`config.mk`:
```
export PLATFORM = sky130hd
export DESIGN_NAME = bmw_window_decode
export DESIGN_NICKNAME = d
export VERILOG_FILES = /design/src/bmw_window_decode.v
export VERILOG_INCLUDE_DIRS = /design/src /design/src/shared
export SDC_FILE = /design/constraint.sdc
export NUM_CORES = 1
export LEC_CHECK = 0
export BUFFER_PORTS_ARGS = -buffer_cell sky130_fd_sc_hd__buf_4
export CORE_ASPECT_RATIO = 0.7
export CORE_MARGIN = 5
export CORE_UTILIZATION = 51
export DETAILED_ROUTE_END_ITERATION = 10
export GPL_TIMING_DRIVEN = 0
export PLACE_DENSITY_LB_ADDON = 0.1
export SYNTH_ARGS = -nofsm -noshare
export SYNTH_HDL_FRONTEND = slang
export SYNTH_SLANG_ARGS = --single-unit
```
`constraint.sdc`:
```
create_clock -name clk_sys -period 9 [get_ports clk_sys]
set_input_delay 0.45 -clock clk_sys [delete_from_list [all_inputs] [get_ports clk_sys]]
set_output_delay 0.45 -clock clk_sys [all_outputs]
set_load 0.05 [all_outputs]
```
`src/shared/bmw_regs.vh`:
```
`ifndef BMW_REGS_VH
`define BMW_REGS_VH

// Configuration offsets, byte addresses
`define BMW_OFS_MEM_WIN       8'h20
`define BMW_OFS_PF_WIN        8'h24
`define BMW_OFS_PF_BOTTOM_HI  8'h28
`define BMW_OFS_PF_TOP_HI     8'h2C

// Field positions inside the window words
`define BMW_BOTTOM_LSB        4
`define BMW_BOTTOM_MSB        15
`define BMW_TOP_LSB           20
`define BMW_TOP_MSB           31
`define BMW_BOTTOM_FLAG_MSB   3
`define BMW_BOTTOM_FLAG_LSB   0
`define BMW_TOP_FLAG_MSB      19
`define BMW_TOP_FLAG_LSB      16

// Read-only low nibbles
`define BMW_MEM_FLAG          4'h0
`define BMW_PF_FLAG           4'h1

// Reset values of the writable fields and of the read data
`define BMW_FIELD_RST         12'h000
`define BMW_HI_RST            32'h0000_0000
`define BMW_RDATA_RST         32'h0000_0000

// Window granularity: address bits below this are not compared
`define BMW_GRAN_LSB          20
`define BMW_LOW_ZERO          20'h0_0000
`define BMW_LOW_ONES          20'hF_FFFF
`define BMW_UPPER_ZERO        32'h0000_0000

`endif

```
`src/bmw_window_decode.v`:
```
`timescale 1ns/10ps
`include "bmw_regs.vh"

// Notes on behaviour
// - Memory bottom field bits 15:4 is writable, maps to address 31:20, low bits zero.
// - Memory top field bits 31:20 is writable, maps to address 31:20, low bits ones.
// - Prefetch bottom field bits 15:4 is writable, maps to 31:20, low bits zero.
// - Prefetch top field bits 31:20 is writable, maps to 31:20, low bits ones.
// - Memory window low nibbles 3:0 and 19:16 are read-only zero.
// - Prefetch window low nibbles 3:0 and 19:16 read as one, meaning 64-bit.
// - Memory window bottom and top decide forwarding of memory transactions.
// - Prefetch bottom is upper register, 12-bit field, then twenty zero bits.
// - Prefetch top is upper register, 12-bit field, then twenty one bits.
// - Both windows compare at one-megabyte alignment and granularity only.
// - Prefetch bottom and top decide forwarding of memory reads and writes.
// - Separate writable 32-bit register holds prefetch bottom bits 63:32, reset zero.
module bmw_window_decode (
	input  wire        clk_sys,
	input  wire        sys_rst,
	input  wire        cfg_wr,
	input  wire        cfg_rd,
	input  wire [7:0]  cfg_addr,
	input  wire [3:0]  cfg_byte_en_n,
	input  wire [31:0] cfg_wdata,
	output reg  [31:0] cfg_rdata,
	output reg         cfg_rd_valid,
	input  wire        txn_valid,
	input  wire [63:0] txn_addr,
	output reg         hit_valid,
	output reg         mem_window_hit,
	output reg         prefetch_window_hit,
	output reg         forward_hit,
	output wire [31:0] mem_bottom_addr,
	output wire [31:0] mem_top_addr,
	output wire [63:0] prefetch_bottom_addr,
	output wire [63:0] prefetch_top_addr
);

	reg  [11:0] mem_bottom;
	reg  [11:0] mem_top;
	reg  [11:0] pf_bottom;
	reg  [11:0] pf_top;
	reg  [31:0] pf_bottom_hi;
	reg  [31:0] pf_top_hi;
	reg  [31:0] next_rdata;
	wire [31:0] mem_word;
	wire [31:0] pf_word;
	wire [31:0] mem_new;
	wire [31:0] pf_new;
	wire [31:0] pf_bottom_hi_new;
	wire [31:0] pf_top_hi_new;
	wire        sel_mem;
	wire        sel_pf;
	wire        sel_pf_bottom_hi;
	wire        sel_pf_top_hi;
	wire        addr_upper_zero;

	// Byte-lane merge with active-low byte enables
	function [31:0] merge_bytes;
		input [31:0] old_val;
		input [31:0] new_val;
		input [3:0]  be_n;
		integer      i;
		begin
			merge_bytes = old_val;
			for (i = 0; i < 4; i = i + 1) begin
				if (!be_n[i]) begin
					merge_bytes[i*8 +: 8] = new_val[i*8 +: 8];
				end
			end
		end
	endfunction

	// Dword offset decode, low two address bits ignored
	function offset_match;
		input [7:0] addr;
		input [7:0] ofs;
		begin
			offset_match = (addr[7:2] == ofs[7:2]);
		end
	endfunction

	// Inclusive range test on megabyte-aligned address bits
	function in_window;
		input [43:0] addr_mb;
		input [43:0] bottom_mb;
		input [43:0] top_mb;
		begin
			in_window = (addr_mb >= bottom_mb) && (addr_mb <= top_mb);
		end
	endfunction

	assign sel_mem          = offset_match(cfg_addr, `BMW_OFS_MEM_WIN);
	assign sel_pf           = offset_match(cfg_addr, `BMW_OFS_PF_WIN);
	assign sel_pf_bottom_hi = offset_match(cfg_addr, `BMW_OFS_PF_BOTTOM_HI);
	assign sel_pf_top_hi    = offset_match(cfg_addr, `BMW_OFS_PF_TOP_HI);

	// Read views of the window words
	assign mem_word = {mem_top, `BMW_MEM_FLAG, mem_bottom, `BMW_MEM_FLAG};
	assign pf_word  = {pf_top, `BMW_PF_FLAG, pf_bottom, `BMW_PF_FLAG};

	assign mem_new          = merge_bytes(mem_word, cfg_wdata, cfg_byte_en_n);
	assign pf_new           = merge_bytes(pf_word, cfg_wdata, cfg_byte_en_n);
	assign pf_bottom_hi_new = merge_bytes(pf_bottom_hi, cfg_wdata, cfg_byte_en_n);
	assign pf_top_hi_new    = merge_bytes(pf_top_hi, cfg_wdata, cfg_byte_en_n);

	// Register writes; read-only nibbles are never stored
	always @(posedge clk_sys or posedge sys_rst) begin
		if (sys_rst) begin
			mem_bottom   <= `BMW_FIELD_RST;
			mem_top      <= `BMW_FIELD_RST;
			pf_bottom    <= `BMW_FIELD_RST;
			pf_top       <= `BMW_FIELD_RST;
			pf_bottom_hi <= `BMW_HI_RST;
			pf_top_hi    <= `BMW_HI_RST;
		end else if (cfg_wr) begin
			if (sel_mem) begin
				mem_bottom <= mem_new[`BMW_BOTTOM_MSB:`BMW_BOTTOM_LSB];
				mem_top    <= mem_new[`BMW_TOP_MSB:`BMW_TOP_LSB];
			end
			if (sel_pf) begin
				pf_bottom <= pf_new[`BMW_BOTTOM_MSB:`BMW_BOTTOM_LSB];
				pf_top    <= pf_new[`BMW_TOP_MSB:`BMW_TOP_LSB];
			end
			if (sel_pf_bottom_hi) begin
				pf_bottom_hi <= pf_bottom_hi_new;
			end
			if (sel_pf_top_hi) begin
				pf_top_hi <= pf_top_hi_new;
			end
		end
	end

	// Read multiplexer; unmapped offsets read zero
	always @* begin
		next_rdata = `BMW_RDATA_RST;
		if (sel_mem) begin
			next_rdata = mem_word;
		end else if (sel_pf) begin
			next_rdata = pf_word;
		end else if (sel_pf_bottom_hi) begin
			next_rdata = pf_bottom_hi;
		end else if (sel_pf_top_hi) begin
			next_rdata = pf_top_hi;
		end
	end

	always @(posedge clk_sys or posedge sys_rst) begin
		if (sys_rst) begin
			cfg_rdata    <= `BMW_RDATA_RST;
			cfg_rd_valid <= 1'b0;
		end else begin
			cfg_rd_valid <= cfg_rd;
			if (cfg_rd) begin
				cfg_rdata <= next_rdata;
			end
		end
	end

	// Full window addresses
	assign mem_bottom_addr      = {mem_bottom, `BMW_LOW_ZERO};
	assign mem_top_addr         = {mem_top, `BMW_LOW_ONES};
	assign prefetch_bottom_addr = {pf_bottom_hi, pf_bottom, `BMW_LOW_ZERO};
	assign prefetch_top_addr    = {pf_top_hi, pf_top, `BMW_LOW_ONES};

	// Memory window covers only the low 4 GB
	assign addr_upper_zero = (txn_addr[63:32] == `BMW_UPPER_ZERO);

	// Registered window decode, one cycle after txn_valid
	always @(posedge clk_sys or posedge sys_rst) begin
		if (sys_rst) begin
			hit_valid           <= 1'b0;
			mem_window_hit      <= 1'b0;
			prefetch_window_hit <= 1'b0;
			forward_hit         <= 1'b0;
		end else begin
			hit_valid <= txn_valid;
			if (txn_valid) begin
				// Only address bits 63:20 take part
				mem_window_hit <= addr_upper_zero &&
					in_window(txn_addr[63:`BMW_GRAN_LSB],
						{`BMW_UPPER_ZERO, mem_bottom},
						{`BMW_UPPER_ZERO, mem_top});
				prefetch_window_hit <= in_window(txn_addr[63:`BMW_GRAN_LSB],
					{pf_bottom_hi, pf_bottom},
					{pf_top_hi, pf_top});
				forward_hit <= (addr_upper_zero &&
					in_window(txn_addr[63:`BMW_GRAN_LSB],
						{`BMW_UPPER_ZERO, mem_bottom},
						{`BMW_UPPER_ZERO, mem_top})) ||
					in_window(txn_addr[63:`BMW_GRAN_LSB],
						{pf_bottom_hi, pf_bottom},
						{pf_top_hi, pf_top});
			end else begin
				mem_window_hit      <= 1'b0;
				prefetch_window_hit <= 1'b0;
				forward_hit         <= 1'b0;
			end
		end
	end

endmodule // bmw_window_decode

```
==> summary.md <==
| Metric | Value |
|---|---|
| # hold bufs at CTS | 0 |
| # IOs | 342 |
| Layout area overhead | 31.49% |
| Die area | 22,010 um^2 |
| H-tree depth | 4 |
| Clk buf depth | 2 |
| Synth Cell Area | between 9000 and 10,000 um^2 |
| Sequential fraction of the synthesis area | a little under two fifths |
| First-pass GRT wire length | around 48,000 um |
| Clock Root Buffer | clkbuf_16 |
| Finish-stage setup viols | 0 |
| Yosys reg bits | 149 |
| PnR worst setup slack | 6491 ps |
| Worst R2R Path Depth | 9 |
| Commonest non-fill, non-tap cell in the layout | buf_4 |
| Port buffer count | roughly 240 |
| Core Region | 18,810 um^2 |
| Max VDD drop | around 0.11 mV |
| Clock transition at the registers of the reported paths | approximately 60 ps |
| Final Hold Vio Count | 0 |
| Post-Synth Adder-Cell Area | between 10 and 15% |
| Dpl ws | ~6400 ps |
| CTS tree | yes |
| Compound-Gate Fraction of Synth Area | about an eighth |
| Status | finished, final reports clean |
| Clock sinks | around 150 |
| FMAX | 398.6 MHz |
| Post_cts resized | 0 |
| GPL Wtd Cong | just over 0.9 |
| Initial antenna violation count | 0 |
| Total GRT Usage | about 28% |
| Most frequent cells in the layout | buf_4, dfrtp_1, inv_1 |
| GRT Residual Overflow | 0 |
| Pins over their slew limit | 0 |
| Critical Path RT | roughly 9300 ps |
| Pwr dens | between 150 and 200 nW/um^2 |
| Largest family of logic cells by synthesized area | adder cells |
| Final min period | ~2500 ps |
| Drt via density | 5.359 |
| Post-synth top flop | dfrtp_1 |
| Post-Synthesis Cells | ~1.0k |
| # DRC | 0 |
| Share of cells above drive strength 1 | approximately 32% |
| DP HPWL | 25,870 um |
| Fill cell count | 1,571 |
| # Post-CTS Setup Buffers | 0 |
| Largest net degree at the start of global routing | 76 |
| Worst Skew | roughly 7.1 ps |
| Kind of critical path | reg2reg |
| Die width | roughly 180 um |
| Mux cell area share after synthesis | 12.46% |
| Vias post-DR | 8,547 |
| Relative slew slack | between 30% and 40% |
| Post-synth EDFFs | 0 |
| Post-Synth XOR/XNOR Area | 0% |
| DRT iter0 DRCs | 683 |
| CP Max Fanout | 4 |
| Worst Path Arrival | around 2800 ps |
| Async set or reset register ratio after synthesis | between 90% and 100% |
| TritonRoute pass-1 iters | 5 |
| Max Cap Violations | 0 |
| Cts bufs inserted | 17 |
| RSZ-0062 raised after global routing | no |
| Latest clock arrival within the worst-skew pair | 430 ps |
| Die extent in y | about 130 um |
| Reg-to-reg endpoint | forward_hit$_DFF_PP0_ |
| CP Launch Type | flip-flop |
| Worst hold path type | in2async |
| Initial Util | 51.78% |
| Number of antenna diodes | 0 |
| CP Capture Type | flip-flop |
| Row count | 42 |
| Average wire per standard cell | roughly 20 um |
| RR Startpoint | pf_bottom_hi[1]$_DFFE_PP0P_ |
| Actual slew at the worst max-slew pin | 894.7 ps |
| Post-synthesis simple-gate area fraction | between 8 and 9% |
| Total negative slack | 0 ps |
| Vias in the first global route | 8,467 |
| Synth warn | 0 |
| ANT nets after route | 0 |
| Syn_area_per_cell | 9.703 um^2 |
| Nets | around 1.6k |
| Lkg Pwr | 6.531 nW |
| Routed WL | between 30,000 and 40,000 um |
| R2R Setup Slk | approximately 6500 ps |
| Netlist cell types | 50 |
| Period utilisation layout | about 28% |
## final cells by class
class	instances	area, um^2	area share, %
multi-input combinational	686	5054	39.45
tap	242	302.8	2.364
clock inverter	11	198.9	1.553
inverter	143	541.8	4.229
clock buffer	20	446.7	3.487
buffer	104	715.7	5.587
sequential	149	3729	29.11
timing repair buffer	240	1822	14.22
## how the worst max path moves through the flow
stage	start	to	slack, ps	cells after the start
after global placement	sys_rst	pf_top_hi[25]$_DFFE_PP0P_	2740	2
after CTS	pf_bottom_hi[3]$_DFFE_PP0P_	forward_hit$_DFF_PP0_	6530	9
after detailed placement	cfg_addr[7]	pf_top_hi[13]$_DFFE_PP0P_	6380	6
after floorplan	sys_rst	cfg_rd_valid$_DFF_PP0_	4540	1
after global routing	pf_bottom_hi[1]$_DFFE_PP0P_	forward_hit$_DFF_PP0_	6320	9
final	pf_bottom_hi[1]$_DFFE_PP0P_	forward_hit$_DFF_PP0_	6490	9
## worst max-delay path, stage by stage, from the launching register on
cell      delay (ps)
dfrtp_1          420
inv_1             60
ha_1             290
a21oi_1          140
o21ai_0          130
a221oi_1         530
o211ai_1         190
a311oi_1         310
a21oi_1           90
a31o_2           240
## flip-flops by register name, summed over array words and instances (netlist names)
name,flops
mem_bottom,12
forward_hit,1
mem_top,12
pf_top_hi,32
pf_top,12
cfg_rdata,32
pf_bottom_hi,32
pf_bottom,12
hit_valid,1
mem_window_hit,1
cfg_rd_valid,1
prefetch_window_hit,1
## logic make-up (layout without fill, tap and decap cells)
group           after synthesis  after routing
flops                       149            149
fa+ha+maj                   112            112
other cells                   2             80
compound gates              226            226
mux                         110            110
simple gates                158            158
buf+inv                     247            518
## metrics by stage
| step | hold slack, ps | instance area [um^2] | util (%) | std cells | total power, mW |
|---|---|---|---|---|---|
| detailed placement | 502.4 | 12160 | 64.66 | 1564 | 1.500 |
| global route | 155.6 | 12810 | 68.09 | 1595 | 2.381 |
| finish | 112.7 | 12810 | 68.09 | 1595 | 2.292 |
| CTS | 152.8 | 12810 | 68.09 | 1595 | 2.291 |
| global placement | 500.2 | 12130 | 64.49 | 1563 | 1.485 |
| floorplan | 481.4 | 10030 | - | 1082 | 1.268 |
## per-layer routing
| layer | wire length [um] | up-vias | GRT usage (%) | part of all wire [%] |
|---|---|---|---|---|
| met5 | 0 | - | 0 | 0 |
| met4 | 481 | 0 | 7.156 | 1.5 |
| met3 | 3073 | 40 | 8.029 | 9.7 |
| met2 | 13990 | 404 | 43.37 | 44 |
| met1 | 14290 | 4070 | 39.57 | 45 |
| li1 | - | 4033 | - | - |
## power breakdown
part / total (mW) / switching [mW] / internal, mW / leakage, nW
sequential: 0.786 / 0.0632 / 0.723 / 1.91
clock: 0.795 / 0.295 / 0.500 / 0.303
combinational: 0.711 / 0.476 / 0.235 / 4.32
## cell usage after synthesis (6+ instances only)
library cell	instances	area [um^2]
buf_2	8	40.04
nor2_1	8	30.03
nand3_1	16	80.08
o22ai_1	6	37.54
dfrtp_1	149	3729
a21oi_1	66	330.3
inv_1	143	536.8
nand2_1	65	244.0
o211ai_1	27	202.7
mux2i_1	29	290.3
a21o_1	11	82.58
and4_1	7	61.31
mux2_1	9	101.4
ha_1	112	1401
clkbuf_1	14	52.55
o21ai_1	20	100.1
o21ai_0	73	365.4
nand4_1	22	137.6
buf_4	80	600.6
nor4_1	10	62.56
nor2b_1	10	62.56
mux2_2	71	799.5
nor3_1	6	30.03
No activity file was read; power rests on OpenSTA's default activity.
